--- src/logic/uhsl_pkg.sv ---
// Purpose: shared constants and types for the uart host select latch
// Assumes: one 100 MHz core clock, asynchronous active-high reset
// Notes: pin vector layout and the latch, ready and port-hit reset values are kept here only
package uhsl_pkg;

  //////////////////////////////////////////////////////////////////////////////
  // widths and timing
  localparam int UHSL_ADDR_W = 3;
  localparam int UHSL_PC_ADDR_W = 7;
  localparam int UHSL_SYNC_STAGES = 2;
  localparam int UHSL_CLK_PERIOD_NS = 10;

  //////////////////////////////////////////////////////////////////////////////
  // bus mode, as set by the bus-type select pin
  typedef enum logic [0:0] {
    UHSL_BUS_STROBE = 1'b0,
    UHSL_BUS_RWLINE = 1'b1
  } uhsl_bus_t;

  //////////////////////////////////////////////////////////////////////////////
  // latched chip selects and low address lines
  typedef struct packed {
    logic [UHSL_ADDR_W-1:0] addr;
    logic chip_sel_lo_n;
    logic chip_sel_hi_b;
    logic chip_sel_hi_a;
  } uhsl_sel_t;

  // interrupt sources
  typedef struct packed {
    logic modem;
    logic line;
    logic rx;
    logic tx;
  } uhsl_cond_t;

  //////////////////////////////////////////////////////////////////////////////
  // synchronised pin vector layout
  localparam int UHSL_PIN_W = 17;
  localparam int UHSL_PIN_SEL_LSB = 0;
  localparam int UHSL_PIN_AS_N = 6;
  localparam int UHSL_PIN_BUS_TYPE = 7;
  localparam int UHSL_PIN_PC_SEL_N = 8;
  localparam int UHSL_PIN_OPEN_SRC = 9;
  localparam int UHSL_PIN_PC_ADDR_LSB = 10;
  // idle levels: active-low pins high, the rest low
  localparam logic [UHSL_PIN_W-1:0] UHSL_PIN_RST = 17'h00144;

  //////////////////////////////////////////////////////////////////////////////
  // reset values of registered outputs
  localparam uhsl_sel_t UHSL_SEL_RST = 6'h04;
  localparam logic UHSL_READY_N_RST = 1'b1;
  localparam logic [3:0] UHSL_COM_HIT_RST = 4'h0;
  localparam logic [1:0] UHSL_LPT_HIT_N_RST = 2'h3;

  //////////////////////////////////////////////////////////////////////////////
  // port decode, address bits 9..3 of each port block
  localparam logic [UHSL_PC_ADDR_W-1:0] UHSL_COM1_BASE = 7'h7F;
  localparam logic [UHSL_PC_ADDR_W-1:0] UHSL_COM2_BASE = 7'h5F;
  localparam logic [UHSL_PC_ADDR_W-1:0] UHSL_COM3_BASE = 7'h7D;
  localparam logic [UHSL_PC_ADDR_W-1:0] UHSL_COM4_BASE = 7'h5D;
  localparam logic [UHSL_PC_ADDR_W-1:0] UHSL_LPT1_BASE = 7'h6F;
  localparam logic [UHSL_PC_ADDR_W-1:0] UHSL_LPT2_BASE = 7'h4F;

endpackage

--- src/logic/uhsl_int_drv.sv ---
// Purpose: interrupt pin driver with mode-dependent polarity and style
// Assumes: request and mode inputs are on the core clock
// Notes: pin level and enable are registered; the wire is resolved outside
`timescale 1ns/1ps
module uhsl_int_drv (
  input wire logic core_clk_i,
  input wire logic rst_i,
  input wire logic irq_req_i,
  input wire logic bus_type_i,
  input wire logic open_src_i,
  output logic int_o,
  output logic int_oe_o
);

  logic next_int;
  logic next_oe;

  // pick level and enable from bus mode and output style
  always_comb begin
    if (bus_type_i == uhsl_pkg::UHSL_BUS_RWLINE) begin
      next_int = 1'b0;                  // [RQ5]
      next_oe = irq_req_i;              // [RQ5] [RQ15]
    end else if (open_src_i) begin
      next_int = 1'b1;                  // [RQ4]
      next_oe = irq_req_i;              // [RQ4] [RQ15]
    end else begin
      next_int = irq_req_i;             // [RQ4]
      next_oe = 1'b1;
    end
  end

  // pin is released while in reset
  always_ff @(posedge core_clk_i or posedge rst_i) begin
    if (rst_i) begin
      int_o <= 1'b0;
      int_oe_o <= 1'b0;
    end else begin
      int_o <= next_int;
      int_oe_o <= next_oe;
    end
  end

endmodule

--- src/logic/uhsl_sync.sv ---
// Purpose: two-flop synchroniser for a vector of pin inputs
// Assumes: each bit is an independent level
// Notes: only the second stage leaves this module
`timescale 1ns/1ps
module uhsl_sync #(
  parameter int W = 1,
  parameter logic [W-1:0] RST_VAL = '0
) (
  input wire logic core_clk_i,
  input wire logic rst_i,
  input wire logic [W-1:0] d_i,
  output logic [W-1:0] q_o
);

  logic [W-1:0] meta;

  // first stage is read by the second stage only
  always_ff @(posedge core_clk_i or posedge rst_i) begin
    if (rst_i) begin
      meta <= RST_VAL;
      q_o <= RST_VAL;
    end else begin
      meta <= d_i;
      q_o <= meta;
    end
  end

endmodule

--- src/logic/uhsl_top.sv ---
// Purpose: host-side chip select, address latch and status pins of a uart
// Assumes: pins are asynchronous; access and status inputs are on core_clk_i
// Notes: acc_active_i marks a read or write strobe from the strobe logic
`timescale 1ns/1ps

////////////////////////////////////////////////////////////////////////////////
// Summary of operation
// RQ1: access counts only with both high selects high and low select low.
// RQ2: host ties unused high selects high and unused low select low.
// RQ3: interrupt asserts while transmitter, receiver, line or modem condition is active.
// RQ4: strobe-bus mode interrupt is active high, optionally open-source.
// RQ5: read/write-line mode interrupt is active-low open-drain.
// RQ6: strobe-bus mode latches selects and address on address strobe fall.
// RQ7: address also latched at access start when address strobe unused.
// RQ8: address strobe ignored in read/write-line mode; may be tied low.
// RQ9: transmit-ready output is active low and follows transmit space.
// RQ10: receive-ready output is active low and follows receive data present.
// RQ11: pc mode needs pc port select and bus-type select both low.
// RQ12: pc mode decodes address lines 3..9 into serial and printer hits.
// RQ13: bus-type select low picks strobe bus, high picks read/write line.
// RQ14: host drives direction high to read, low to write.
// RQ15: open-drain or open-source interrupt line is released when idle.
module uhsl_top (
  input wire logic core_clk_i,
  input wire logic rst_i,
  input wire logic chip_sel_hi_a_i,
  input wire logic chip_sel_hi_b_i,
  input wire logic chip_sel_lo_n_i,
  input wire logic [uhsl_pkg::UHSL_ADDR_W-1:0] addr_i,
  input wire logic addr_strobe_n_i,
  input wire logic bus_type_sel_i,
  input wire logic pc_port_sel_n_i,
  input wire logic int_open_src_i,
  input wire logic [uhsl_pkg::UHSL_PC_ADDR_W-1:0] pc_addr_i,
  input wire logic acc_active_i,
  input wire uhsl_pkg::uhsl_cond_t cond_i,
  input wire logic tx_space_i,
  input wire logic rx_avail_i,
  output uhsl_pkg::uhsl_sel_t sel_lat_o,
  output logic chip_selected_o,
  output logic pc_mode_o,
  output logic [3:0] com_hit_o,
  output logic [1:0] lpt_hit_n_o,
  output logic int_o,
  output logic int_oe_o,
  output logic tx_ready_n_o,
  output logic rx_ready_n_o
);

  logic [uhsl_pkg::UHSL_PIN_W-1:0] pin_raw;
  logic [uhsl_pkg::UHSL_PIN_W-1:0] pin_q;
  uhsl_pkg::uhsl_sel_t sel_live;
  uhsl_pkg::uhsl_sel_t next_sel_lat;
  logic as_n_q;
  logic as_n_d;
  logic as_fall;
  logic bus_type_q;
  logic pc_sel_n_q;
  logic open_src_q;
  logic [uhsl_pkg::UHSL_PC_ADDR_W-1:0] pc_addr_q;
  logic acc_d;
  logic acc_start;
  logic acc_end;
  logic as_cap;
  logic strobe_mode;
  logic irq_req;
  logic pc_mode;
  logic [uhsl_pkg::UHSL_PC_ADDR_W-1:0] com_base [4];
  logic [uhsl_pkg::UHSL_PC_ADDR_W-1:0] lpt_base [2];

  //////////////////////////////////////////////////////////////////////////////
  // pin synchronisation
  assign pin_raw = {pc_addr_i, int_open_src_i, pc_port_sel_n_i, bus_type_sel_i, addr_strobe_n_i,
                    addr_i, chip_sel_lo_n_i, chip_sel_hi_b_i, chip_sel_hi_a_i};

  uhsl_sync #(
    .W(uhsl_pkg::UHSL_PIN_W),
    .RST_VAL(uhsl_pkg::UHSL_PIN_RST)
  ) u_pin_sync (
    .core_clk_i(core_clk_i),
    .rst_i(rst_i),
    .d_i(pin_raw),
    .q_o(pin_q)
  );

  // unpack the synchronised pins
  assign sel_live = pin_q[uhsl_pkg::UHSL_PIN_SEL_LSB +: 6];
  assign as_n_q = pin_q[uhsl_pkg::UHSL_PIN_AS_N];
  assign bus_type_q = pin_q[uhsl_pkg::UHSL_PIN_BUS_TYPE];
  assign pc_sel_n_q = pin_q[uhsl_pkg::UHSL_PIN_PC_SEL_N];
  assign open_src_q = pin_q[uhsl_pkg::UHSL_PIN_OPEN_SRC];
  assign pc_addr_q = pin_q[uhsl_pkg::UHSL_PIN_PC_ADDR_LSB +: uhsl_pkg::UHSL_PC_ADDR_W];

  //////////////////////////////////////////////////////////////////////////////
  // edge detection on synchronised strobe and on the access marker
  always_ff @(posedge core_clk_i or posedge rst_i) begin
    if (rst_i) begin
      as_n_d <= 1'b1;
      acc_d <= 1'b0;
    end else begin
      as_n_d <= as_n_q;
      acc_d <= acc_active_i;
    end
  end

  assign strobe_mode = (bus_type_q == uhsl_pkg::UHSL_BUS_STROBE);   // [RQ13]
  assign as_fall = strobe_mode && as_n_d && !as_n_q;                // [RQ6] [RQ8]
  assign acc_start = acc_active_i && !acc_d;
  assign acc_end = !acc_active_i && acc_d;

  // remembers that the strobe already captured this access
  always_ff @(posedge core_clk_i or posedge rst_i) begin
    if (rst_i) begin
      as_cap <= 1'b0;
    end else if (as_fall) begin
      as_cap <= 1'b1;                                               // [RQ6]
    end else if (acc_end || !strobe_mode) begin
      as_cap <= 1'b0;
    end
  end

  //////////////////////////////////////////////////////////////////////////////
  // select and address latch
  always_comb begin
    next_sel_lat = sel_lat_o;
    if (as_fall) begin
      next_sel_lat = sel_live;                                      // [RQ6]
    end else if (acc_start && !as_cap) begin
      next_sel_lat = sel_live;                                      // [RQ7] [RQ8]
    end
  end

  always_ff @(posedge core_clk_i or posedge rst_i) begin
    if (rst_i) begin
      sel_lat_o <= uhsl_pkg::UHSL_SEL_RST;
    end else begin
      sel_lat_o <= next_sel_lat;
    end
  end

  // all three selects must be active together
  always_ff @(posedge core_clk_i or posedge rst_i) begin
    if (rst_i) begin
      chip_selected_o <= 1'b0;
    end else begin
      chip_selected_o <= acc_active_i && next_sel_lat.chip_sel_hi_a
                         && next_sel_lat.chip_sel_hi_b && !next_sel_lat.chip_sel_lo_n;   // [RQ1]
    end
  end

  //////////////////////////////////////////////////////////////////////////////
  // pc mode port decode
  assign pc_mode = !pc_sel_n_q && strobe_mode;                      // [RQ11]
  assign com_base[0] = uhsl_pkg::UHSL_COM1_BASE;
  assign com_base[1] = uhsl_pkg::UHSL_COM2_BASE;
  assign com_base[2] = uhsl_pkg::UHSL_COM3_BASE;
  assign com_base[3] = uhsl_pkg::UHSL_COM4_BASE;
  assign lpt_base[0] = uhsl_pkg::UHSL_LPT1_BASE;
  assign lpt_base[1] = uhsl_pkg::UHSL_LPT2_BASE;

  always_ff @(posedge core_clk_i or posedge rst_i) begin
    if (rst_i) begin
      pc_mode_o <= 1'b0;
    end else begin
      pc_mode_o <= pc_mode;
    end
  end

  // one comparator per serial port
  for (genvar i = 0; i < 4; i++) begin : g_com
    always_ff @(posedge core_clk_i or posedge rst_i) begin
      if (rst_i) begin
        com_hit_o[i] <= uhsl_pkg::UHSL_COM_HIT_RST[i];
      end else begin
        com_hit_o[i] <= pc_mode && (pc_addr_q == com_base[i]);    // [RQ12]
      end
    end
  end

  // one comparator per printer port, active low
  for (genvar j = 0; j < 2; j++) begin : g_lpt
    always_ff @(posedge core_clk_i or posedge rst_i) begin
      if (rst_i) begin
        lpt_hit_n_o[j] <= uhsl_pkg::UHSL_LPT_HIT_N_RST[j];
      end else begin
        lpt_hit_n_o[j] <= !(pc_mode && (pc_addr_q == lpt_base[j]));   // [RQ12]
      end
    end
  end

  //////////////////////////////////////////////////////////////////////////////
  // interrupt request and pin driver
  assign irq_req = |cond_i;                                         // [RQ3]

  uhsl_int_drv u_int_drv (
    .core_clk_i(core_clk_i),
    .rst_i(rst_i),
    .irq_req_i(irq_req),
    .bus_type_i(bus_type_q),
    .open_src_i(open_src_q),
    .int_o(int_o),
    .int_oe_o(int_oe_o)
  );

  //////////////////////////////////////////////////////////////////////////////
  // ready status pins, active low
  always_ff @(posedge core_clk_i or posedge rst_i) begin
    if (rst_i) begin
      tx_ready_n_o <= uhsl_pkg::UHSL_READY_N_RST;
      rx_ready_n_o <= uhsl_pkg::UHSL_READY_N_RST;
    end else begin
      tx_ready_n_o <= !tx_space_i;                                  // [RQ9]
      rx_ready_n_o <= !rx_avail_i;                                  // [RQ10]
    end
  end
endmodule
--- config.mk ---
export PLATFORM = sky130hd
export DESIGN_NAME = uhsl_top
export DESIGN_NICKNAME = d
export VERILOG_FILES = /design/src/logic/uhsl_pkg.sv /design/src/logic/uhsl_int_drv.sv /design/src/logic/uhsl_sync.sv /design/src/logic/uhsl_top.sv
export SDC_FILE = /design/constraint.sdc
export NUM_CORES = 1
export LEC_CHECK = 0
export BUFFER_PORTS_ARGS = -buffer_cell sky130_fd_sc_hd__buf_4
export CORE_ASPECT_RATIO = 0.6
export CORE_MARGIN = 3
export CORE_UTILIZATION = 26
export DETAILED_ROUTE_END_ITERATION = 16
export GPL_TIMING_DRIVEN = 1
export HOLD_SLACK_MARGIN = 0.15
export PLACE_DENSITY = 0.42
export SYNTH_ARGS = -nofsm -noshare
export SYNTH_HDL_FRONTEND = slang
export SYNTH_HIERARCHICAL = 1
export SYNTH_SLANG_ARGS = --single-unit
--- constraint.sdc ---
create_clock -name core_clk_i -period 1.5 [get_ports core_clk_i]
set_input_delay 0.3 -clock core_clk_i [delete_from_list [all_inputs] [get_ports core_clk_i]]
set_output_delay 0.3 -clock core_clk_i [all_outputs]
set_load 0.01 [all_outputs]
==> summary.txt <==
Floorplanning
  • I/O pin count: 44
  • Chip width: 110 µm
  • Die area: around 7500 µm²
  • Die outline height: a little under 70 µm
  • Initial Utilization: between 20 and 30%
  • Core area: about 6000 µm²
  • # rows: 21

Critical path
  • Launch point of the worst path: acc_active_i
  • Crit path kind: input port to flip-flop
  • CP arrival: 1640 ps
  • CP Launch Type: input port
  • Slowest CP cell: dlygate4sd3_1
  • Crit path capture type: flip-flop
  • Crit-path cells: dlygate4sd3_1 > buf_4 > a2bb2oi_4 > mux2_2
  • Req. time, crit path: around 1700 ps
  • Worst R2R Start: u_pin_sync/q_o[6]$_DFF_PP1_
  • Largest stage delay, worst path: roughly 530 ps
  • Crit path max fanout: 7

Clocking
  • CTS clk-pin slew, worst paths: about 100 ps
  • Clk buf depth: 2
  • Cts hold-fix bufs: 20
  • Post-cts repair resize count: 0
  • Clk sinks: between 50 and 60
  • CTS tree: yes
  • Skew-Pair Late Insertion Delay: 300 ps
  • TritonCTS Buffers: 5
  • Htree depth: 2
  • Setup Fix Bufs, Post-CTS: 0
  • Root buf cell: clkbuf_8

Min path
  • Worst Hold Launch: cond_i[2]
  • Hold/Removal Path Class: input port to flip-flop

Run
  • Max cap viols: 0

STA
  • RSZ-0062 raised after global routing: false
  • Final Setup Violations: 0
  • Final hold vios: 0
  • Layout Skew: about 6.2 ps
  • Worst relative slew slack: 70.2%
  • Final setup TNS: 0 ps
  • Fin crit share: between 90% and 100%
  • Final Critical Period: roughly 1400 ps
  • Worst Max-Slew Pin Slew: between 400 and 500 ps
  • Fmax: ~690 MHz
  • Final Max Tran Viols: 0

Cells and area
  • Share of layout cells above drive strength 1: 46.1%
  • Area Growth Syn to Fin: 44.9%
  • Antenna Cells: 0
  • Nets: 190
  • Design Area, Final: roughly 2400 µm²

GRT
  • Initial antenna violation count: 0
  • GRT Total Usage: around 9%
  • First-pass GRT wire length: approximately 5000 µm
  • Pin count of the biggest net entering global routing: 35
  • Vias in the first global route: approximately 1000
  • Grt ovf: 0

Drt
  • Routed Antenna Nets: 0
  • Starting DRT DRC Count: 28
  • Total Wirelength: slightly above 3000 µm
  • Pre-antenna DRT Iters: 3
  • Via density per instance: between 3 and 4
  • DR vias: 956
  • Post-route DRC: 0
  • Routed WL per cell: 12.4 µm

Synthesis
  • Syn_nets: 117
  • #FFs+latches synth: 55
  • Synthesized cell area: around 1700 µm²
  • Average footprint of a synthesized cell: approximately 18 µm²
  • Yosys warning count: 6
  • Distinct cells, synth: 22
  • Sequential fraction of the synthesis area: between 80% and 90%
  • Post-synthesis cell count: ~90

Outcome
  • Status: complete, no violations

Power
  • VDD IR max: between 0.3 and 0.4 mV
  • Overall power: about 2800 µW
  • PwrDens: approximately 1100 nW/µm²
  • Leak: between 0.001 and 0.0015 µW

Placement
  • IO Port Bufs: between 40 and 50
  • HPWL after DPL: 2210 µm
  • Post-DP Area: 2110 µm²
  • Gpl congestion: a little under 0.7
-- where the power goes --
group	total [µW]	leakage (µW)	internal, µW	switching (µW)
sequential	1630	0.000639	1580	46.5
combinational	277	0.000420	170	107
clock	870	0.0000505	420	449
-- layout by cell type, fill, tap and decap left out --
cell and instances:
nand3_2 1, nor4b_1 1, dfstp_2 12, nor4_1 2, nand2b_4 1, a21oi_1 1
mux2i_1 1, a2bb2oi_4 1, or4_1 1, dlygate4sd3_1 21, clkinvlp_4 1, o21bai_1 1
nand4b_1 2, and3_1 1, nor2_2 1, dfrtp_1 43, buf_4 45, o21ba_1 1
clkbuf_8 7, nand4_1 2, o21ai_0 1, inv_1 7, nor2_1 2, mux2_2 6
nor4b_2 1, nand3_1 2
-- flip-flops by register name, indices dropped and copies added (netlist names) --
name	cells
as_n_d	1
u_int_drv/int_o	1
lpt_hit_n_o	2
sel_lat_o	6
u_pin_sync/meta	17
com_hit_o	4
acc_d	1
rx_ready_n_o	1
tx_ready_n_o	1
as_cap	1
chip_selected_o	1
pc_mode_o	1
u_int_drv/int_oe_o	1
u_pin_sync/q_o	17
-- cells by family (layout without fill, tap and decap cells) --
group,after synthesis,after routing,synth area share (%)
AOI/OAI and AO/OA,5,5,3.21
and+or+nand+nor,17,17,7.61
buffers and inverters,7,81,1.57
muxes,7,7,4.63
DFF,55,55,83.0
-- synthesized netlist by cell type --
master,instances,area (µm²)
dfrtp_1,43,1080
nor4_1,2,12.5
a2bb2oi_4,1,26.3
or4_1,1,7.51
o21ai_0,1,5.00
nand3_1,2,10.0
and3_1,1,6.26
a21oi_1,1,5.00
nor4b_1,1,8.76
nor2_2,1,6.26
nand2b_4,1,13.8
mux2_2,6,67.6
nor4b_2,1,15.0
o21ba_1,1,10.0
nand4b_1,2,17.5
mux2i_1,1,10.0
inv_1,7,26.3
nor2_1,2,7.51
o21bai_1,1,7.51
nand4_1,2,12.5
dfstp_2,12,315
nand3_2,1,10.0
-- layout make-up --
cell class | count | area, µm²
Tap cell | 80 | 100
Multi-Input combinational cell | 29 | 259
Timing Repair Buffer | 66 | 548
Inverter | 7 | 26.3
Clock buffer | 7 | 96.3
Fill cell | 560 | 3460
Clock inverter | 1 | 7.51
Sequential cell | 55 | 1390
-- critical path, delay by kind of cell --
kind | cells | cell delay, ps
buffers and inverters | 2 | 690
muxes | 1 | 380
AOI/OAI and AO/OA | 1 | 260
-- routing by layer --
metal	up-vias	part of all wire (%)	GRT usage, %
met1	476	47	11.6
met5	-	0	0
met3	4	7.0	3.58
li1	447	-	-
met2	29	45	14.4
met4	0	0.98	3.27
-- through the flow --
step	hold slack, ps	util (%)	worst slack [ps]	instances
finish	336	41.3	50.8	245
global route	337	41.3	13.9	245
CTS	154	41.1	58.6	244
detailed placement	178	35.9	71.2	216
global placement	175	35.9	121	216
floorplan	41.2	-	181	91
-- worst paths after layout --
kind / endpoint / slack [ps] / cells past startpoint
worst max-delay path: sel_lat_o[1]$_DFF_PP0_ / 50 / 4
worst min-delay path: u_int_drv/int_oe_o$_DFF_PP0_ / 340 / 3
worst max register to register: sel_lat_o[1]$_DFF_PP0_ / 80 / 3
worst min register to register: u_pin_sync/q_o[3]$_DFF_PP0_ / 350 / 0
max in group asynchronous: as_n_d$_DFF_PP1_ / 420 / 4
min in group asynchronous: u_int_drv/int_oe_o$_DFF_PP0_ / 430 / 3
Note: power is estimated with default switching activity, not from simulation.
